`config.mk`:
```
export PLATFORM = sky130hd
export DESIGN_NAME = secure_memory_access_guard
export DESIGN_NICKNAME = d
export VERILOG_FILES = /design/src/secure_memory_access_guard_pkg.sv /design/src/addr_class_if.sv /design/src/region_decoder.sv /design/src/secure_memory_access_guard.sv
export SDC_FILE = /design/constraint.sdc
export NUM_CORES = 1
export LEC_CHECK = 0
export ABC_CLOCK_PERIOD_IN_PS = 7800
export BUFFER_PORTS_ARGS = -buffer_cell sky130_fd_sc_hd__buf_2
export CAP_MARGIN = 10
export CORE_MARGIN = 3
export CORE_UTILIZATION = 37
export CTS_CLUSTER_DIAMETER = 120
export DETAILED_ROUTE_END_ITERATION = 10
export MAX_ROUTING_LAYER = met4
export REMOVE_ABC_BUFFERS = 1
export SYNTH_ARGS = -nofsm -noshare
export SYNTH_HDL_FRONTEND = slang
export SYNTH_SLANG_ARGS = --single-unit
export TNS_END_PERCENT = 30
```
`constraint.sdc`:
```
create_clock -name core_clk_i -period 7.8 [get_ports core_clk_i]
set_input_delay 0.39 -clock core_clk_i [delete_from_list [all_inputs] [get_ports core_clk_i]]
set_output_delay 0.39 -clock core_clk_i [all_outputs]
set_load 0.01 [all_outputs]
```
`src/secure_memory_access_guard_pkg.sv`:
```
/*
  Constants and types for the secure memory access guard: address map of
  filtered and unfiltered regions, key and password word layout, reset values.
  Assumes a 22-bit word address space and 16-bit data words.
*/
// Contract
// - Blocked reads of protected locations return zero, no stall or trap.
// - Protection level follows the current program fetch address.
// - Secured, fetching inside secure memory: CPU data passes, debug port refused.
// - Secured, fetching outside: every data access to secure memory refused.
// - Instruction fetches into secure memory always pass.
// - After a correct unlock, CPU and debug port get full access.
// - Password is eight 16-bit words, each compared with its key word.
// - Password words come from 0x3F7FF8 through 0x3F7FFF.
// - All-ones password: reading the password area alone unsecures.
// - All-zeros password: device stays secured whatever the keys hold.
// - Key words at 0xAE0-0xAE7, written only with protected writes enabled.
// - Small RAMs, peripherals, vector RAM, external zones, high RAM, boot ROM unfiltered.
// - Local RAM blocks at 0x8000-0x9FFF are secure memory.
// - One-time-programmable area and flash/ROM array are secure memory.
// - Wait-state configuration writes only when unsecured or fetching securely.
// - Writing one to force_relock clears keys and secures; it reads zero.
// - Status bit reads one when secured, zero when unsecured.
package secure_memory_access_guard_pkg;
  localparam int ADDR_W = 22;
  localparam int DATA_W = 16;
  localparam int NUM_WORDS = 8;
  typedef logic [ADDR_W-1:0] addr_t;
  typedef logic [DATA_W-1:0] word_t;
  // Secure regions
  localparam addr_t LRA_A_LO = 22'h008000;
  localparam addr_t LRA_A_HI = 22'h008fff;
  localparam addr_t LRA_B_LO = 22'h009000;
  localparam addr_t LRA_B_HI = 22'h009fff;
  localparam addr_t OTP_LO = 22'h3d7800;
  localparam addr_t OTP_HI = 22'h3d7bff;
  localparam addr_t FLASH_LO = 22'h3d8000;
  localparam addr_t FLASH_HI = 22'h3f7fff;
  // Stored password area
  localparam addr_t PWD_LO = 22'h3f7ff8;
  localparam addr_t PWD_HI = 22'h3f7fff;
  // Key words and control word
  localparam addr_t KEY_LO = 22'h000ae0;
  localparam addr_t KEY_HI = 22'h000ae7;
  localparam addr_t CTRL_ADDR = 22'h000aef;
  // Wait-state configuration registers
  localparam addr_t WCFG_LO = 22'h000a80;
  localparam addr_t WCFG_HI = 22'h000a8f;
  // Control word fields
  localparam int RELOCK_BIT = 15;
  localparam int SECURE_BIT = 0;
  // Reset and clear values, word constants
  localparam word_t KEY_RST = 16'hffff;
  localparam word_t KEY_CLR = 16'h0000;
  localparam word_t PWD_RST = 16'h0000;
  localparam word_t ZERO_WORD = 16'h0000;
  localparam word_t ONES_WORD = 16'hffff;
  localparam logic SECURE_RST = 1'b1;
endpackage

```
`src/addr_class_if.sv`:
```
/*
  Carries one address and its region classification between the guard and
  its region decoder. Assumes the decoder is purely combinational.
*/
`timescale 1ns/1ps
interface addr_class_if;
  import secure_memory_access_guard_pkg::*;
  addr_t addr;
  logic is_secure;
  logic is_pwd;
  logic is_key;
  logic is_ctrl;
  logic is_wcfg;
  logic [2:0] word_idx;
  modport dec (input addr, output is_secure, is_pwd, is_key, is_ctrl, is_wcfg, word_idx);
  modport use_side (output addr, input is_secure, is_pwd, is_key, is_ctrl, is_wcfg, word_idx);
endinterface

```
`src/region_decoder.sv`:
```
/*
  Classifies an address against the secure and special regions.
  Assumes word addresses of the package width; purely combinational.
*/
`timescale 1ns/1ps
module region_decoder (
  addr_class_if.dec cls
);
  import secure_memory_access_guard_pkg::*;
  wire in_lra_a = (cls.addr >= LRA_A_LO) && (cls.addr <= LRA_A_HI);
  wire in_lra_b = (cls.addr >= LRA_B_LO) && (cls.addr <= LRA_B_HI);
  wire in_otp = (cls.addr >= OTP_LO) && (cls.addr <= OTP_HI);
  wire in_flash = (cls.addr >= FLASH_LO) && (cls.addr <= FLASH_HI);
  // Everything outside these four passes unfiltered, save key words, the control word and wait-state writes
  assign cls.is_secure = in_lra_a | in_lra_b | in_otp | in_flash;
  assign cls.is_pwd = (cls.addr >= PWD_LO) && (cls.addr <= PWD_HI);
  assign cls.is_key = (cls.addr >= KEY_LO) && (cls.addr <= KEY_HI);
  assign cls.is_ctrl = (cls.addr == CTRL_ADDR);
  assign cls.is_wcfg = (cls.addr >= WCFG_LO) && (cls.addr <= WCFG_HI);
  assign cls.word_idx = cls.addr[2:0];
endmodule

```
`src/secure_memory_access_guard.sv`:
```
/*
  Access filter between the CPU / debug port and the secure memory arrays.
  Assumes one access per cycle on the request port, memory read data in the
  same cycle as mem_req_o, and fetch addresses coming from the same clock.
*/
`timescale 1ns/1ps
module secure_memory_access_guard (
  input wire logic core_clk_i,
  input wire logic reset_n_i,
  input wire logic acc_req_i,
  input wire logic acc_wr_i,
  input wire logic acc_fetch_i,
  input wire logic acc_jtag_i,
  input wire secure_memory_access_guard_pkg::addr_t acc_addr_i,
  input wire secure_memory_access_guard_pkg::word_t acc_wdata_i,
  input wire secure_memory_access_guard_pkg::addr_t pc_i,
  input wire logic protected_write_enable_i,
  input wire secure_memory_access_guard_pkg::word_t mem_rdata_i,
  output logic mem_req_o,
  output logic mem_wr_o,
  output secure_memory_access_guard_pkg::addr_t mem_addr_o,
  output secure_memory_access_guard_pkg::word_t mem_wdata_o,
  output logic rvalid_o,
  output secure_memory_access_guard_pkg::word_t rdata_o,
  output logic secure_o
);
  import secure_memory_access_guard_pkg::*;

  addr_class_if acc_cls ();
  addr_class_if pc_cls ();
  region_decoder u_acc_dec (.cls(acc_cls.dec));
  region_decoder u_pc_dec (.cls(pc_cls.dec));
  assign acc_cls.addr = acc_addr_i;
  assign pc_cls.addr = pc_i;

  word_t key_ff [NUM_WORDS];
  word_t pwd_ff [NUM_WORDS];
  logic [NUM_WORDS-1:0] seen_ff;
  logic secure_ff;
  logic rd_ff;
  logic zero_ff;
  logic loc_ff;
  word_t loc_data_ff;
  logic pwd_hit_ff;
  logic [2:0] pwd_idx_ff;

  // Access classification
  wire do_rd = acc_req_i && !acc_wr_i;
  wire do_wr = acc_req_i && acc_wr_i;
  wire pc_secure = pc_cls.is_secure;
  wire data_ok = !secure_ff || (pc_secure && !acc_jtag_i);
  wire pass_sec = acc_fetch_i || data_ok;
  wire local_hit = acc_cls.is_key || acc_cls.is_ctrl;
  wire wcfg_ok = !secure_ff || pc_secure;
  wire wr_pass = do_wr && !local_hit && (!acc_cls.is_secure || data_ok)
    && (!acc_cls.is_wcfg || (wcfg_ok && protected_write_enable_i));
  wire rd_zero = acc_cls.is_secure && !pass_sec;
  wire key_wr = do_wr && acc_cls.is_key && protected_write_enable_i;
  wire relock = do_wr && acc_cls.is_ctrl && protected_write_enable_i
    && acc_wdata_i[RELOCK_BIT];

  // Password comparison
  wire [NUM_WORDS-1:0] word_match;
  wire [NUM_WORDS-1:0] word_ones;
  wire [NUM_WORDS-1:0] word_zero;
  genvar gi;
  generate
    for (gi = 0; gi < NUM_WORDS; gi++) begin : g_word
      assign word_match[gi] = (key_ff[gi] == pwd_ff[gi]);
      assign word_ones[gi] = (pwd_ff[gi] == ONES_WORD);
      assign word_zero[gi] = (pwd_ff[gi] == ZERO_WORD);
      always_ff @(posedge core_clk_i) begin
        if (!reset_n_i) begin
          key_ff[gi] <= KEY_RST;
          pwd_ff[gi] <= PWD_RST;
          seen_ff[gi] <= 1'b0;
        end else begin
          if (relock) begin
            key_ff[gi] <= KEY_CLR;
          end else if (key_wr && acc_cls.word_idx == 3'(gi)) begin
            key_ff[gi] <= acc_wdata_i;
          end
          if (rd_ff && pwd_hit_ff && pwd_idx_ff == 3'(gi)) begin
            pwd_ff[gi] <= mem_rdata_i;
            seen_ff[gi] <= 1'b1;
          end else if (relock) begin
            seen_ff[gi] <= 1'b0;
          end
        end
      end
    end
  endgenerate

  wire all_seen = &seen_ff;
  wire pwd_ones = &word_ones;
  wire pwd_zero = &word_zero;
  wire unlock = all_seen && !pwd_zero && (pwd_ones || &word_match);
  wire nxt_secure = relock || !unlock;

  wire word_t ctrl_rd = {{(DATA_W-1){1'b0}}, secure_ff};
  wire word_t key_rd = secure_ff ? ZERO_WORD : key_ff[acc_cls.word_idx];
  wire word_t nxt_loc_data = acc_cls.is_ctrl ? ctrl_rd : key_rd;

  always_ff @(posedge core_clk_i) begin
    if (!reset_n_i) begin
      secure_ff <= SECURE_RST;
    end else begin
      secure_ff <= nxt_secure;
    end
  end

  // Request stage
  always_ff @(posedge core_clk_i) begin
    if (!reset_n_i) begin
      mem_req_o <= 1'b0;
      mem_wr_o <= 1'b0;
      mem_addr_o <= '0;
      mem_wdata_o <= ZERO_WORD;
      rd_ff <= 1'b0;
      zero_ff <= 1'b0;
      loc_ff <= 1'b0;
      loc_data_ff <= ZERO_WORD;
      pwd_hit_ff <= 1'b0;
      pwd_idx_ff <= 3'h0;
    end else begin
      mem_req_o <= (do_rd && !local_hit) || wr_pass;
      mem_wr_o <= wr_pass;
      mem_addr_o <= acc_addr_i;
      mem_wdata_o <= acc_wdata_i;
      rd_ff <= do_rd;
      zero_ff <= rd_zero;
      loc_ff <= local_hit;
      loc_data_ff <= nxt_loc_data;
      pwd_hit_ff <= acc_cls.is_pwd;
      pwd_idx_ff <= acc_cls.word_idx;
    end
  end

  // Answer stage
  wire word_t nxt_rdata = loc_ff ? loc_data_ff : (zero_ff ? ZERO_WORD : mem_rdata_i);
  always_ff @(posedge core_clk_i) begin
    if (!reset_n_i) begin
      rvalid_o <= 1'b0;
      rdata_o <= ZERO_WORD;
      secure_o <= SECURE_RST;
    end else begin
      rvalid_o <= rd_ff;
      rdata_o <= rd_ff ? nxt_rdata : ZERO_WORD;
      secure_o <= nxt_secure;
    end
  end

  wire dat_sec = acc_req_i && !acc_fetch_i && acc_cls.is_secure;
endmodule

```
==> summary.txt, run 1 <==
Run status
  – Status: completed

Global route
  – Total congestion overflow: 0
  – Largest net degree at the start of global routing: 66
  – Initial antenna violation count: 3
  – First-pass GRT wire length: 78.5 mm
  – Total GRT Usage: 25.7%
  – Vias in the first global route: 10378

Power
  – Static Leak: 0.00629 uW
  – Pwr Total: 4270 uW
  – Peak VDD IR: 0.000153 V
  – Pwr Density: 238 nW/um^2

Clocking
  – Htree depth: 2
  – CTS clock-pin slew for the worst setup and hold paths: 0.06 ns
  – Root Buffer Master: clkbuf_16
  – Clk buf depth: 3
  – Worst-skew pair later-pin latency: 0.54 ns
  – TritonCTS clock tree: done
  – Setup Buffers After CTS: 0
  – CTS hold repair buffers: 0
  – Cts bufs inserted: 38
  – Clock sink count: 342
  – Cts repair resizes: 0

Detailed routing
  – Via density: 5.73
  – # DRC: 0
  – Iteration-0 DRC Markers: 1242
  – Post-Route WL: 56.1 mm
  – Drt pass-1 iters: 5
  – Via count: 10712
  – Routed Antenna Nets: 0
  – Wire per inst: 30.0 um

Place
  – Hpwl dp: 41.4 mm
  – Worst slack, placed: 4.00 ns
  – Cell count after placement: 1798
  – IO buf count: 130
  – Placed instance area: 16700 um^2
  – Placer congestion estimate: 1.01

Cells and area
  – Fin area: 17900 um^2
  – Post-route insts no fill: 1871
  – Area Growth Syn to Fin: 14.8%
  – Layout cells sized above 1: 18.9%
  – Nets@finish: 1390

Critical path
  – WP data required: 7.96 ns
  – Slowest CP cell: nand2_1
  – Crit-path max cell delay: 0.81 ns
  – CP most frequent cell: nor4_4
  – Worst r2r src: key_ff[2][2]$_DFFE_PP_
  – Crit path cell chain: buf_2 -> nor4_4 -> nand4_2 -> or4_4 -> nor4_4 -> nand3_2 -> nand2_1
  – Startpoint Class: input port
  – Worst Path Class, Setup: input port to flip-flop
  – WP data arrival: 3.39 ns
  – Crit path max-delay family: simple AND/OR/NAND/NOR gates
  – Worst setup startpoint: acc_addr_i[18]
  – Worst-path maximum fanout: 17
  – Crit path buffers/inverters: 1
  – Setup crit end kind: flip-flop

STA
  – Worst-margin pin slew: 1.15 ns
  – Unrepaired setup endpoints after global routing: no
  – Final min period: 3.23 ns
  – Final-report setup violation count: 0
  – Relative slew slack: 23.2%
  – Final TNS setup: 0 ns
  – Max Fclk: 310 MHz
  – PnR worst setup slack: 4.57 ns
  – Tcrit/Tclk final: 41.4%
  – Hold Violations, Final: 0
  – Clk_skew: 0.0230 ns
  – Final Max Tran Viols: 0

Floorplanning
  – DIE WIDTH: 211 um
  – Core area: 41300 um^2
  – I/O pins: 141
  – Row count: 74
  – DIE AREA: 44700 um^2
  – Initial core utilization: 37.8%
  – Chip height: 211 um

Yosys
  – Yosys cell types: 51
  – Biggest area consumer among synthesized cells: edfxtp_1
  – EDFF count, synth: 256
  – Yosys top cell area share: 49.2%
  – Synth top area cells: edfxtp_1 49%, dfxtp_1 11%, and2_1 6.6%
  – Seq/Total Area, Yosys: 60.3%
  – Avg Cell Area, Syn: 13.1 um^2
  – Share of flip-flops with an asynchronous set or reset: 0%
  – Yosys warning count: 0
  – Most frequent cell after synthesis: edfxtp_1
  – Top_reg_cell synth: edfxtp_1
  – Cell Area, Synth: 15600 um^2
  – Cells after Synth: 1190
  – Post-synth top cells: 256 x edfxtp_1, 165 x and2_1, 128 x o21a_1, 98 x xnor2_1, 86 x dfxtp_1
  – FF+latch count, synth: 342

Min path
  – Min-delay src: acc_fetch_i
  – Worst min path class: input port to flip-flop

Flow run
  – Max_cap viols: 0
==> final timing paths <==
path	endpoint	slack, ns	cells past startpoint
setup reg to reg	secure_o$_SDFF_PN1_	4.90	6
hold / removal	zero_ff$_SDFF_PN0_	0.06	2
hold reg to reg	seen_ff[4]$_SDFFE_PN0P_	0.46	1
setup / recovery	key_ff[3][5]$_DFFE_PP_	4.57	7
==> kinds of logic (layout without fill, tap and decap cells) <==
family	Yosys count	count (layout)	share of synthesized area, %
DFF	342	342	60.3
buffers and inverters	80	226	2.70
and+or+nand+nor	412	412	15.8
xor gates and xnor gates	123	123	6.90
muxes	48	48	5.65
other	0	3	0
AOI/OAI and AO/OA	185	185	8.67
==> through the flow <==
stage / hold slack, ns / util [%]
2_1_floorplan: 0.377 / -
3_3_place_gp: 0.437 / 40.3
3_5_place_dp: 0.439 / 40.3
4_1_cts: 0.0405 / 43.4
5_1_grt: 0.0544 / 43.4
6_report: 0.0610 / 43.4
==> per-layer routing <==
| metal | up-vias | track usage [%] | share of wire, % |
|---|---|---|---|
| li1 | 4691 | - | - |
| met5 | - | - | 0 |
| met4 | 0 | 7.30 | 3.2 |
| met2 | 492 | 41.5 | 47 |
| met1 | 5429 | 34.4 | 42 |
| met3 | 100 | 3.38 | 7.0 |
==> area by class of cell <==
type | instances | area (um^2)
Multi-Input combinational cell | 768 | 5780
Clock buffer | 53 | 1110
Sequential cell | 342 | 9410
Inverter | 13 | 48.8
Antenna cell | 3 | 7.51
Timing Repair Buffer | 144 | 756
Clock inverter | 16 | 145
Fill cell | 3820 | 23400
Tap cell | 532 | 666
==> cell usage in the layout (no fill, tap or decap), types with 4 or more instances in the layout <==
cell type	count
a211oi_1	6
nand4_1	76
and3_1	4
clkbuf_8	4
dfxtp_1	86
clkbuf_16	41
nand2_1	20
mux4_2	32
xor2_1	25
nor4_1	58
edfxtp_1	256
a21o_1	9
mux2i_1	15
a22oi_1	15
nand2_2	6
nand3_1	6
o21a_1	128
buf_4	14
buf_2	130
and2_1	165
o21ai_1	8
xnor2_1	98
nor3_1	4
inv_1	13
clkbuf_1	8
a21oi_1	5
inv_4	5
clkinv_2	5
nor2_1	52
==> power by group <==
group,leakage (uW),total [uW],switching (uW),internal (uW)
clock network,0.000624,1820,751,1070
registers,0.00321,2140,106,2040
logic,0.00245,309,195,115
total,0.00629,4270,1050,3220
==> worst reg2reg max path: cells and delay by family, from the launching register on <==
kind | cells | cell delay (ns)
and+or+nand+nor | 4 | 1.34
DFF | 1 | 0.46
xor gates and xnor gates | 1 | 0.47
AOI/OAI and AO/OA | 1 | 0.39
==> flip-flops by register name (all words and copies together), names as in the netlist <==
| signal | cells |
|---|---|
| key_ff | 128 |
| loc_data_ff | 16 |
| loc_ff | 1 |
| mem_addr_o | 22 |
| mem_req_o | 1 |
| mem_wdata_o | 16 |
| mem_wr_o | 1 |
| pwd_ff | 128 |
| pwd_hit_ff | 1 |
| rd_ff | 1 |
| rdata_o | 16 |
| rvalid_o | 1 |
| secure_o | 1 |
| seen_ff | 8 |
| zero_ff | 1 |
Power figures use the tool's default switching activity.
==> run 2: changes to the inputs <==
--- a/config.mk
+++ b/config.mk
@@ -5,7 +5,8 @@
 export SDC_FILE = /design/constraint.sdc
 export NUM_CORES = 1
 export LEC_CHECK = 0
-export ABC_CLOCK_PERIOD_IN_PS = 7800
+export ABC_AREA = 1
+export ABC_CLOCK_PERIOD_IN_PS = 3140
 export BUFFER_PORTS_ARGS = -buffer_cell sky130_fd_sc_hd__buf_2
 export CAP_MARGIN = 10
 export CORE_MARGIN = 3
==> constraint.sdc (replaced) <==
create_clock -name core_clk_i -period 3.14 [get_ports core_clk_i]
set_input_delay 0.157 -clock core_clk_i [delete_from_list [all_inputs] [get_ports core_clk_i]]
set_output_delay 0.157 -clock core_clk_i [all_outputs]
set_load 0.01 [all_outputs]
==> run 2 against run 1 <==
- non-clock buffer count increased by 72
- synthesized cell count increased by 65%
- routed wire length decreased by 8.8%
- largest power group unchanged
- critical path depth increased by 5
- register-to-register slack got worse by 3.7 ns
- die area increased by 8.2%
- first-iteration DRC count increased by 0.81%
- via count increased by 29%
- global-route usage decreased by 3.8 points
- sequential share of layout area decreased by 5.4 points
- clock skew decreased by 0.0034 ns
- count of clock-buffer cells in the layout increased by 9
==> summary.txt, run 2 <==
Detailed routing
  – Via count: 13819
  – Wire per inst: 18.6 um
  – Routed Antenna Nets: 0
  – Iteration-0 DRC Markers: 1252
  – # DRC: 0
  – Drt pass-1 iters: 5
  – Post-Route WL: 51.2 mm
  – Via density: 5.02

Clocking
  – TritonCTS clock tree: done
  – Root Buffer Master: clkbuf_16
  – Htree depth: 2
  – CTS clock-pin slew for the worst setup and hold paths: 0.06 ns
  – Clk buf depth: 3
  – Clock sink count: 342
  – Setup Buffers After CTS: 0
  – Worst-skew pair later-pin latency: 0.55 ns
  – Cts bufs inserted: 38

Power
  – Sw frac: 24.1%
  – Peak VDD IR: 0.000360 V
  – Combinational group share of total power: 8.2%
  – Clock power frac: 43.9%
  – Flop pwr share: 47.9%
  – Cell-internal power: 8250 uW
  – Pwr Density: 544 nW/um^2
  – Static Leak: 0.00805 uW
  – Sw Pwr: 2620 uW

Cells and area
  – Filler instances: 4308
  – Post-route insts no fill: 2751
  – Fin area: 20000 um^2
  – Footprint of the multi-input gates: 6240 um^2
  – Largest registers: key_ff: 128 flops, pwd_ff: 128 flops, mem_addr_o: 22 flops
  – Post-Route Utilization: 44.7%
  – Area Growth Syn to Fin: 18.0%
  – Nets@finish: 2211
  – Leading cell types in the layout, fill and taps excluded: 538 x nand2_1, 282 x nor2_1, 256 x edfxtp_1, 208 x inv_1, 155 x nand3_1
  – Commonest non-fill, non-tap cell in the layout: nand2_1
  – Seq. cell area: 9410 um^2
  – Layout cells sized above 1: 13.0%

Yosys
  – Cell Area, Synth: 16900 um^2
  – Yosys cell types: 39
  – Share of flip-flops with an asynchronous set or reset: 0%
  – Avg Cell Area, Syn: 8.65 um^2
  – Post-synth top cells: 538 x nand2_1, 284 x nor2_1, 256 x edfxtp_1, 208 x inv_1, 155 x nand3_1
  – Yosys top cell area share: 45.4%
  – Biggest area consumer among synthesized cells: edfxtp_1
  – Top_reg_cell synth: edfxtp_1
  – Yosys warning count: 0
  – EDFF count, synth: 256
  – Synth top area cells: edfxtp_1 45%, nand2_1 12%, dfxtp_1 10%
  – Most frequent cell after synthesis: nand2_1
  – Seq/Total Area, Yosys: 55.6%
  – FF+latch count, synth: 342
  – Cells after Synth: 1958

Global route
  – Total GRT Usage: 21.9%
  – Total congestion overflow: 0
  – Vias in the first global route: 13382
  – First-pass GRT wire length: 77.1 mm
  – Initial antenna violation count: 3
  – Largest net degree at the start of global routing: 58

Place
  – Hpwl dp: 37.3 mm
  – Placer congestion estimate: 0.910
  – Placed instance area: 18100 um^2
  – IO buf count: 130
  – Cell count after placement: 2625

Critical path
  – Reg2reg setup slack: 1.24 ns
  – WP data arrival: 2.65 ns
  – Worst Path Class, Setup: input port to flip-flop
  – WP data required: 3.31 ns
  – Setup crit end kind: flip-flop
  – Worst-path maximum fanout: 16
  – Worst r2r src: rd_ff$_SDFF_PN0_
  – Critical R2R Capture: pwd_ff[0][44]$_SDFFCE_PN0P_
  – Worst Reg-to-Reg Cells: 4
  – Startpoint Class: input port

STA
  – Max Fclk: 403 MHz
  – Relative slew slack: 38.7%
  – Unrepaired setup endpoints after global routing: no
  – Final-report setup violation count: 0
  – Final Max Tran Viols: 0
  – Worst-margin pin slew: 0.919 ns
  – Clk_skew: 0.0196 ns
  – Final min period: 2.48 ns
  – Tcrit/Tclk final: 79.1%
  – Final TNS setup: 0 ns
  – Hold Violations, Final: 0

Min path
  – Worst min path class: input port to flip-flop
  – Hold depth: 3
  – Hold endpoint: mem_wdata_o[1]$_SDFF_PN0_
  – Min-delay src: acc_wdata_i[1]

Run status
  – Status: completed

Floorplanning
  – DIE AREA: 48400 um^2
  – Initial core utilization: 37.9%
  – Chip height: 220 um
  – Row count: 77
  – DIE WIDTH: 220 um
  – I/O pins: 141
  – Core area: 44700 um^2

Flow run
  – Max_cap viols: 0
-- run 2: changes by cell type in the layout (fill, tap and decap cells not counted), moves of 128 or more --
cell	change
nand2_1	+518
and2_1	-165
o21a_1	-128
nor2_1	+230
nand3_1	+149
inv_1	+195
-- run 2: timing repair --
action                                 CTS  global route
hold buffers                            55             0
resized for setup                        0             0
endpoints found under the hold margin   54             0
-- run 2: worst max path at each step --
stage | from | endpoint | cells after the start
finish | acc_addr_i[0] | key_ff[1][5]$_DFFE_PP_ | 12
global route | acc_addr_i[20] | key_ff[7][5]$_DFFE_PP_ | 11
CTS | acc_addr_i[0] | key_ff[1][5]$_DFFE_PP_ | 12
detailed placement | acc_addr_i[0] | key_ff[7][6]$_DFFE_PP_ | 11
global placement | acc_addr_i[0] | key_ff[7][4]$_DFFE_PP_ | 11
floorplan | acc_addr_i[1] | key_ff[2][0]$_DFFE_PP_ | 4
-- run 2: routing by layer --
metal	up-vias	GRT usage, %	share of wire (%)
li1	6698	-	-
met4	0	8.80	3.7
met5	-	-	0
met1	6398	28.7	43
met3	114	4.40	9.4
met2	609	33.5	44
-- run 2: power groups by stage --
stage,sequential (uW),combinational [uW],clock [uW]
6_report,5210,895,4770
4_1_cts,5210,894,4830
3_5_place_dp,5300,837,0
2_1_floorplan,5280,442,0
3_3_place_gp,5290,821,0
5_1_grt,5230,984,5020
-- run 2: per-stage QoR --
| step | setup slack (ns) | power [uW] | hold WS (ns) |
|---|---|---|---|
| floorplan | -0.182 | 5720 | 0.233 |
| global placement | 0.714 | 6110 | 0.333 |
| detailed placement | 0.627 | 6140 | 0.342 |
| CTS | 0.666 | 10900 | 0.00302 |
| global route | 0.356 | 11200 | 0.0195 |
| finish | 0.657 | 10900 | 0.0154 |
-- run 2: cell type report --
class	instances	area share [%]
multi-input cells	1315	31.2
clock inverters	7	0.338
diodes	2	0.0250
inverters	215	4.04
repair buffers	216	7.18
flip-flops and latches	342	47.1
well taps	592	3.71
clock buffers	62	6.42
-- run 2: logic make-up (layout without fill, tap and decap cells) --
| family | Yosys count | after routing | share of synthesized area [%] |
|---|---|---|---|
| xor gates and xnor gates | 83 | 83 | 4.29 |
| buffers and inverters | 301 | 500 | 7.69 |
| other | 0 | 2 | 0 |
| AOI/OAI and AO/OA | 142 | 142 | 4.90 |
| and+or+nand+nor | 1090 | 1090 | 27.5 |
| DFF | 342 | 342 | 55.6 |
-- run 2: critical path: stages --
cell and delay, ns:
dlygate4sd3_1 0.52, buf_2 0.21, nand2_1 0.11, inv_2 0.07, nand2_1 0.09, nor2_1 0.11, nand2_1 0.06, nor2_1 0.10
nand3_1 0.14, nand2_1 0.19, inv_1 0.23, nand2_1 0.65
